===== src/include/pcc_params.svh =====
// offsets, field positions, reset values and fixed codes of the command/class/revision block
`ifndef PCC_PARAMS_SVH
`define PCC_PARAMS_SVH

// ****************************************************************
// configuration offsets (byte addresses of dwords and of single bytes)
// ****************************************************************
`define PCC_OFF_COMMAND        8'h04
`define PCC_OFF_REVISION       8'h08
`define PCC_OFF_CLASS_PROG     8'h09
`define PCC_OFF_CLASS_SUB      8'h0a
`define PCC_OFF_CLASS_BASE     8'h0b

// ****************************************************************
// command field positions
// ****************************************************************
`define PCC_CMD_IO_SPACE       0
`define PCC_CMD_MEM_SPACE      1
`define PCC_CMD_BUS_MASTER     2
`define PCC_CMD_WR_INVAL       4
`define PCC_CMD_PAL_SNOOP      5
`define PCC_CMD_SYS_ERR        8
`define PCC_CMD_WRITABLE       16'h0137
`define PCC_CMD_RESET          16'h0000

// ****************************************************************
// status field position within the dword at the command offset
// ****************************************************************
`define PCC_STAT_SYS_ERR       30
`define PCC_STAT_RESET         1'b0

// ****************************************************************
// fixed identification values
// ****************************************************************
`define PCC_CLASS_CODE         24'h030000

// ****************************************************************
// legacy vga decode bounds
// ****************************************************************
`define PCC_IO_MONO_LO         10'h3b0
`define PCC_IO_MONO_HI         10'h3bb
`define PCC_IO_COLOR_LO        10'h3c0
`define PCC_IO_COLOR_HI        10'h3df
`define PCC_IO_PAL_LO          10'h3c6
`define PCC_IO_PAL_HI          10'h3c9
`define PCC_VGA_A0000          32'h000a0000
`define PCC_VGA_B0000          32'h000b0000
`define PCC_VGA_B8000          32'h000b8000
`define PCC_VGA_C0000          32'h000c0000

`endif


===== src/include/pcc_pkg.sv =====
// types shared by the command/class/revision block
package pcc_pkg;

  // ****************************************************************
  // memory-map select field of the graphics misc register
  // ****************************************************************
  typedef enum logic [1:0] {
    PCC_MAP_128K   = 2'b00,
    PCC_MAP_A64K   = 2'b01,
    PCC_MAP_B32K   = 2'b10,
    PCC_MAP_B8_32K = 2'b11
  } pcc_vga_map_t;

  // ****************************************************************
  // bus commands used as master
  // ****************************************************************
  typedef enum logic [3:0] {
    PCC_BUS_MEM_WRITE = 4'h7,
    PCC_BUS_MEM_WINV  = 4'hf
  } pcc_bus_cmd_t;

endpackage : pcc_pkg


===== src/core/pcc_config.sv =====
// command, class code and revision configuration registers with their gating logic
`timescale 1ns/1ps
`include "pcc_params.svh"

// Notes on behaviour
// - system-error pin driven only while command bit 8 is set
// - command bit 5 enables palette snooping; otherwise palette handled normally
// - write-and-invalidate as master only with command bit 4; else plain write
// - no initiator transactions while command bit 2 is clear
// - command bit 1 enables claiming both 16MB windows and vga memory
// - vga memory range follows map select field and its enable
// - command bit 0 enables vga io ports 3b0-3bb, 3c0-3df and aliases
// - class code bits 31:8 read 030000, read only
// - class code bytes at 0b, 0a, 09 readable individually
// - byte 08 returns read-only vendor-chosen revision value
// - status bit 30 set whenever the system-error pin is asserted

module pcc_config #(
  parameter logic [7:0] REVISION = 8'h5a   // arbitrary value
) (
  // clock, reset, enable
  input  wire logic                  clk,
  input  wire logic                  rst,
  input  wire logic                  ce,
  // configuration access
  input  wire logic                  cfg_rd,
  input  wire logic                  cfg_wr,
  input  wire logic [7:0]            cfg_addr,
  input  wire logic [3:0]            cfg_be,
  input  wire logic [31:0]           cfg_wdata,
  output logic      [31:0]           cfg_rdata,
  output logic                       cfg_rvalid,
  // system error
  input  wire logic                  sys_err_event,
  output logic                       serr_out,
  output logic                       serr_oe,
  // bus master requests
  input  wire logic                  mst_req,
  input  wire pcc_pkg::pcc_bus_cmd_t mst_cmd,
  output logic                       mst_go,
  output pcc_pkg::pcc_bus_cmd_t      mst_cmd_out,
  // memory decode
  input  wire logic                  mem_cyc,
  input  wire logic [31:0]           mem_addr,
  input  wire logic [7:0]            bar0_base,
  input  wire logic [7:0]            bar1_base,
  input  wire pcc_pkg::pcc_vga_map_t vga_map_sel,
  input  wire logic                  vga_mem_en,
  output logic                       mem_claim,
  // io decode
  input  wire logic                  io_cyc,
  input  wire logic                  io_write,
  input  wire logic [15:0]           io_addr,
  output logic                       io_claim,
  output logic                       pal_snoop,
  // command state
  output logic [15:0]                cmd_state
);
  import pcc_pkg::*;

  localparam logic [7:0]  OFF_CMD      = `PCC_OFF_COMMAND;
  localparam logic [7:0]  OFF_REV      = `PCC_OFF_REVISION;
  localparam logic [15:0] CMD_WRITABLE = `PCC_CMD_WRITABLE;

  logic [15:0] pci_command_reg;
  logic        sys_err_flagged_reg;
  logic        hit_cmd;
  logic        hit_rev;
  logic        vga_mem_hit;
  logic        io_hit;
  logic        pal_hit;
  logic [9:0]  io_low;
  logic        sys_err_drive_en;
  logic        write_invalidate_en;

  assign hit_cmd             = cfg_addr[7:2] == OFF_CMD[7:2];
  assign hit_rev             = cfg_addr[7:2] == OFF_REV[7:2];
  assign sys_err_drive_en    = pci_command_reg[`PCC_CMD_SYS_ERR];
  assign write_invalidate_en = pci_command_reg[`PCC_CMD_WR_INVAL];
  assign cmd_state           = pci_command_reg;

  // ****************************************************************
  // command register
  // ****************************************************************
  always_ff @(posedge clk) begin
    if (rst) begin
      pci_command_reg <= `PCC_CMD_RESET;
    end else if (ce && cfg_wr && hit_cmd) begin
      if (cfg_be[0]) begin
        pci_command_reg[7:0] <= cfg_wdata[7:0] & CMD_WRITABLE[7:0];
      end
      if (cfg_be[1]) begin
        pci_command_reg[15:8] <= cfg_wdata[15:8] & CMD_WRITABLE[15:8];
      end
    end
  end

  // ****************************************************************
  // system error pin and its status flag
  // ****************************************************************
  always_ff @(posedge clk) begin
    if (rst) begin
      serr_oe <= 1'b0;
    end else if (ce) begin
      serr_oe <= sys_err_event && sys_err_drive_en;
    end
  end

  assign serr_out = 1'b0;

  always_ff @(posedge clk) begin
    if (rst) begin
      sys_err_flagged_reg <= `PCC_STAT_RESET;
    end else if (ce) begin
      if (serr_oe) begin
        sys_err_flagged_reg <= 1'b1;
      end else if (cfg_wr && hit_cmd && cfg_be[3] && cfg_wdata[`PCC_STAT_SYS_ERR]) begin
        sys_err_flagged_reg <= 1'b0;
      end
    end
  end

  // ****************************************************************
  // configuration reads
  // ****************************************************************
  always_ff @(posedge clk) begin
    if (rst) begin
      cfg_rdata  <= 32'h0000_0000;
      cfg_rvalid <= 1'b0;
    end else if (ce) begin
      cfg_rvalid <= cfg_rd;
      if (cfg_rd) begin
        if (hit_cmd) begin
          cfg_rdata <= {1'b0, sys_err_flagged_reg, 14'h0000, pci_command_reg};
        end else if (hit_rev) begin
          cfg_rdata <= {`PCC_CLASS_CODE, REVISION};
        end else begin
          cfg_rdata <= 32'h0000_0000;
        end
      end
    end
  end

  // ****************************************************************
  // bus master gating
  // ****************************************************************
  always_ff @(posedge clk) begin
    if (rst) begin
      mst_go      <= 1'b0;
      mst_cmd_out <= PCC_BUS_MEM_WRITE;
    end else if (ce) begin
      mst_go <= mst_req && pci_command_reg[`PCC_CMD_BUS_MASTER];
      if (mst_cmd == PCC_BUS_MEM_WINV && !write_invalidate_en) begin
        mst_cmd_out <= PCC_BUS_MEM_WRITE;
      end else begin
        mst_cmd_out <= mst_cmd;
      end
    end
  end

  // ****************************************************************
  // memory decode
  // ****************************************************************
  always_comb begin
    vga_mem_hit = 1'b0;
    unique case (vga_map_sel)
      PCC_MAP_128K: begin
        vga_mem_hit = mem_addr >= `PCC_VGA_A0000 && mem_addr < `PCC_VGA_C0000;
      end
      PCC_MAP_A64K: begin
        vga_mem_hit = mem_addr >= `PCC_VGA_A0000 && mem_addr < `PCC_VGA_B0000;
      end
      PCC_MAP_B32K: begin
        vga_mem_hit = mem_addr >= `PCC_VGA_B0000 && mem_addr < `PCC_VGA_B8000;
      end
      PCC_MAP_B8_32K: begin
        vga_mem_hit = mem_addr >= `PCC_VGA_B8000 && mem_addr < `PCC_VGA_C0000;
      end
    endcase
  end

  always_ff @(posedge clk) begin
    if (rst) begin
      mem_claim <= 1'b0;
    end else if (ce) begin
      mem_claim <= mem_cyc && pci_command_reg[`PCC_CMD_MEM_SPACE] &&
                   (mem_addr[31:24] == bar0_base || mem_addr[31:24] == bar1_base ||
                    (vga_mem_en && vga_mem_hit));
    end
  end

  // ****************************************************************
  // io decode, ten-bit aliasing
  // ****************************************************************
  assign io_low  = io_addr[9:0];
  assign io_hit  = (io_low >= `PCC_IO_MONO_LO && io_low <= `PCC_IO_MONO_HI) ||
                   (io_low >= `PCC_IO_COLOR_LO && io_low <= `PCC_IO_COLOR_HI);
  assign pal_hit = io_low >= `PCC_IO_PAL_LO && io_low <= `PCC_IO_PAL_HI;

  always_ff @(posedge clk) begin
    if (rst) begin
      io_claim  <= 1'b0;
      pal_snoop <= 1'b0;
    end else if (ce) begin
      if (io_cyc && io_hit && pci_command_reg[`PCC_CMD_IO_SPACE]) begin
        if (pal_hit && io_write && pci_command_reg[`PCC_CMD_PAL_SNOOP]) begin
          io_claim  <= 1'b0;
          pal_snoop <= 1'b1;
        end else begin
          io_claim  <= 1'b1;
          pal_snoop <= 1'b0;
        end
      end else begin
        io_claim  <= 1'b0;
        pal_snoop <= 1'b0;
      end
    end
  end

  // ****************************************************************
  // checks
  // ****************************************************************
  serr_gate_a: assert property (@(posedge clk) disable iff (rst)
    $rose(serr_oe) |-> $past(sys_err_drive_en) && $past(sys_err_event))
    else $error("system error driven while disabled");

  serr_flag_a: assert property (@(posedge clk) disable iff (rst)
    ce && serr_oe |=> sys_err_flagged_reg)
    else $error("status flag not set after system error");

  flag_clear_a: assert property (@(posedge clk) disable iff (rst)
    ce && !serr_oe && cfg_wr && hit_cmd && cfg_be[3] && cfg_wdata[`PCC_STAT_SYS_ERR]
    |=> !sys_err_flagged_reg)
    else $error("status flag not cleared by write");

  mst_gate_a: assert property (@(posedge clk) disable iff (rst)
    ce && !pci_command_reg[`PCC_CMD_BUS_MASTER] |=> !mst_go)
    else $error("master started while disabled");

  winv_gate_a: assert property (@(posedge clk) disable iff (rst)
    ce && !write_invalidate_en |=> mst_cmd_out != PCC_BUS_MEM_WINV)
    else $error("write and invalidate used while disabled");

  mem_gate_a: assert property (@(posedge clk) disable iff (rst)
    ce && !pci_command_reg[`PCC_CMD_MEM_SPACE] |=> !mem_claim)
    else $error("memory claimed while disabled");

  io_gate_a: assert property (@(posedge clk) disable iff (rst)
    ce && !pci_command_reg[`PCC_CMD_IO_SPACE] |=> !io_claim && !pal_snoop)
    else $error("io claimed while disabled");

  snoop_gate_a: assert property (@(posedge clk) disable iff (rst)
    $rose(pal_snoop) |-> $past(pci_command_reg[`PCC_CMD_PAL_SNOOP]) && !io_claim)
    else $error("palette snoop without enable");

  class_read_a: assert property (@(posedge clk) disable iff (rst)
    ce && cfg_rd && hit_rev |=> cfg_rvalid && cfg_rdata == {`PCC_CLASS_CODE, REVISION})
    else $error("class or revision read wrong");

  reserved_zero_a: assert property (@(posedge clk) disable iff (rst)
    (pci_command_reg & ~`PCC_CMD_WRITABLE) == 16'h0000)
    else $error("reserved command bit set");

endmodule : pcc_config


===== config.mk =====
export PLATFORM = sky130hd
export DESIGN_NAME = pcc_config
export DESIGN_NICKNAME = d
export VERILOG_FILES = /design/src/include/pcc_pkg.sv /design/src/core/pcc_config.sv
export VERILOG_INCLUDE_DIRS = /design/src /design/src/include
export SDC_FILE = /design/constraint.sdc
export NUM_CORES = 1
export LEC_CHECK = 0
export ABC_AREA = 1
export BUFFER_PORTS_ARGS = -buffer_cell sky130_fd_sc_hd__clkbuf_2
export CAP_MARGIN = 20
export CORE_MARGIN = 2
export CORE_UTILIZATION = 40
export CTS_BUF_LIST = sky130_fd_sc_hd__clkbuf_4 sky130_fd_sc_hd__clkbuf_8
export DETAILED_ROUTE_END_ITERATION = 10
export HOLD_SLACK_MARGIN = 0.03
export PLACE_DENSITY = 0.92
export SKIP_LAST_GASP = 1
export SYNTH_ARGS = -nofsm -noshare
export SYNTH_HDL_FRONTEND = slang
export SYNTH_SLANG_ARGS = --single-unit

===== constraint.sdc =====
create_clock -name clk -period 1.6 [get_ports clk]
set_input_delay 0.32 -clock clk [delete_from_list [all_inputs] [get_ports clk]]
set_output_delay 0.32 -clock clk [all_outputs]
set_load 0.01 [all_outputs]

==> impl_metrics.toml <==
[sta]
fin_setup_tns_ns = 0
skew_ns = 0.007028
drv_slew = 0
finalCriticalPeriod_ns = 1.174
hold_ws_ns = 0.2774
max_freq_mhz = 851.9
finalHoldViolations = 0
rsz0062_at_grt = "false"
fin_crit_sh = 0.7337
setup_viol = 0

[global_route]
grt_antenna_before_repair = 0
grt_overflow_total = 0
grt_pass1_wl_mm = 7.058
grt_pass1_vias = 1732
globalRouteTotalUtil = 0.1683
grt_max_degree = 15

[pwr]
power_uw = 1316
p_per_area_nw_per_um2 = 572.9
vdd_ir_drop_max_mv = 0.4809
p_clk_frac = 0.279
switching_share = 0.2921
pwr-share-comb = 0.235
power_leakage_uw = 0.001335
p_switching_uw = 384.5
pwr-share-seq = 0.486
p_int_uw = 931.7

[clocking]
cts.sinks = 25
ctsHoldBuffers = 0
htree_levels = 1
cts_tree = "yes"
postCtsResizedCells = 0
clkLatencyLatePin_ns = 0.27
cts_root_buf = "clkbuf_8"
clk_pin_slew_ns = 0.09
numCtsBuffers = 3
post_cts_buffers = 0
clock_path_buffers = 2

[drt]
wl_per_cell_um = 9.885
dr.pass1.iters = 4
drc = 0
viasPerCell = 4.460
routed_wl_mm = 4.379
drt-initial-drc-count = 52
vias = 1976
drtAntennaViolNets = 0

[worst_setup_path]
slowest_stage = "dfxtp_1"
end_kind = "output port"
worstPathMaxFanout = 4
criticalPathCategory = "flop to output port"
crit_chain = "clkbuf_2"
path_buf_inv = 1
max_stage_delay_ns = 0.41
start_kind = "flop"
crit_required_ns = 1.28
cpLargestDelayFamily = "flip-flops"
cp.arrival_ns = 0.85

[floorplan]
die_x_um = 71.74
start_util = 0.4187
rows = 24
die_area_um2 = 5147
die_h_um = 71.74
core_area_um2 = 4384
ios = 184

[placement]
gp_routability_congestion = 0.8412
dp.cells = 439
port-buffer-count = 101
hpwl_mm = 3.844
placed_area_um2 = 2251

[finish]
layout-drive-gt1-share = 0.3223
area_growth_pct = 25.15
num-fill-cells = 441
regMostFlops = "cfg_rdata"
most-common-layout-cells = "101 x clkbuf_2, 99 x nand2_1, 32 x conb_1"
layout_commonest_cell = "clkbuf_2"
nNetsFinal = 520
final_area_um2 = 2297
fin_cells = 443
largest_reg_flops = 8
antennaDiodeCount = 0

[synthesis]
yosysSeqAreaShare = 0.2727
async_reset_ff_frac = 0
yosysUniqueCellTypes = 32
syn_area_um2 = 1836
synth.avg_cell_area_um2 = 6.286
ys_ff_latch = 25
ys_warn_count = 0
synthCells = 292
synth_edf_count = 0
synth_top_flop_cell = "dfxtp_1"

[worst_hold_path]
hold_class = "input pin to flop"

[job]
cap_violations = 0

[outcome]
status = "complete, no violations"
[per-stage QoR]
stage / setup slack, ns / utilization
after global routing: 0.3753 / 0.5240
final: 0.4261 / 0.5240
after floorplan: 0.4577 / -
after global placement: 0.2593 / 0.5134
after detailed placement: 0.2233 / 0.5134
after CTS: 0.4234 / 0.5240
[cells by family after synthesis]
kind of cell	synth area share
adders and majority gates	0.02045
and+or+nand+nor	0.3695
buffers and inverters	0.2338
AOI/OAI and AO/OA	0.09680
xor gates and xnor gates	0.004773
other	0.002043
DFF	0.2727
[cell usage after synthesis, types with 2 or more instances]
cell       n  area [um^2]
clkbuf_1   2        7.510
dfxtp_1   25        500.5
nor2_2     3        18.77
and3_1     2        12.51
a31oi_1    2        12.51
nand2_1   99        371.6
o21ai_0    2        10.01
inv_1     30        112.6
nand3_1   13        65.06
a21oi_1   23        115.1
inv_2      8        30.03
nand4_1    4        25.02
nor2_1    23        86.33
ha_1       3        37.54
nand2_2    2        12.51
buf_4     35        262.8
[area by class of cell]
cell class / instances / area [um^2] / area share
repair buffers: 103 / 520.5 / 0.2266
multi-input cells: 221 / 1022 / 0.4450
inverters: 38 / 142.6 / 0.06209
flip-flops and latches: 25 / 500.5 / 0.2179
clock buffers: 3 / 41.29 / 0.01797
clock inverters: 1 / 5.005 / 0.002179
well taps: 52 / 65.06 / 0.02832
[power groups by stage]
stage               logic, uW  clock network [uW]  registers, uW
floorplan                 214                   0            659
global placement          300                   0            654
detailed placement        308                   0            655
CTS                       309                 383            640
global route              353                 401            642
finish                    309                 367            640
[worst paths after layout]
| path | to | depth (start not counted) | startpoint | slack, ns |
|---|---|---|---|---|
| setup / recovery | cmd_state[4] | 1 | cmd_state[4] | 0.43 |
| hold / removal | mst_cmd_out[2] | 3 | mst_cmd[2] | 0.28 |
| setup reg to reg | io_claim | 4 | cmd_state[0] | 0.59 |
| hold reg to reg | mst_cmd_out[1] | 2 | mst_cmd_out[1] | 0.46 |
[layer usage]
layer  global-route usage  vias up  routed length, um
met5                    0        -                  0
met4              0.05241        0                 67
met3              0.03797        7                310
met2               0.3014       73               2207
met1               0.1985      859               1793
li1                     -     1037                  -
(Power assumes the default switching activity.)
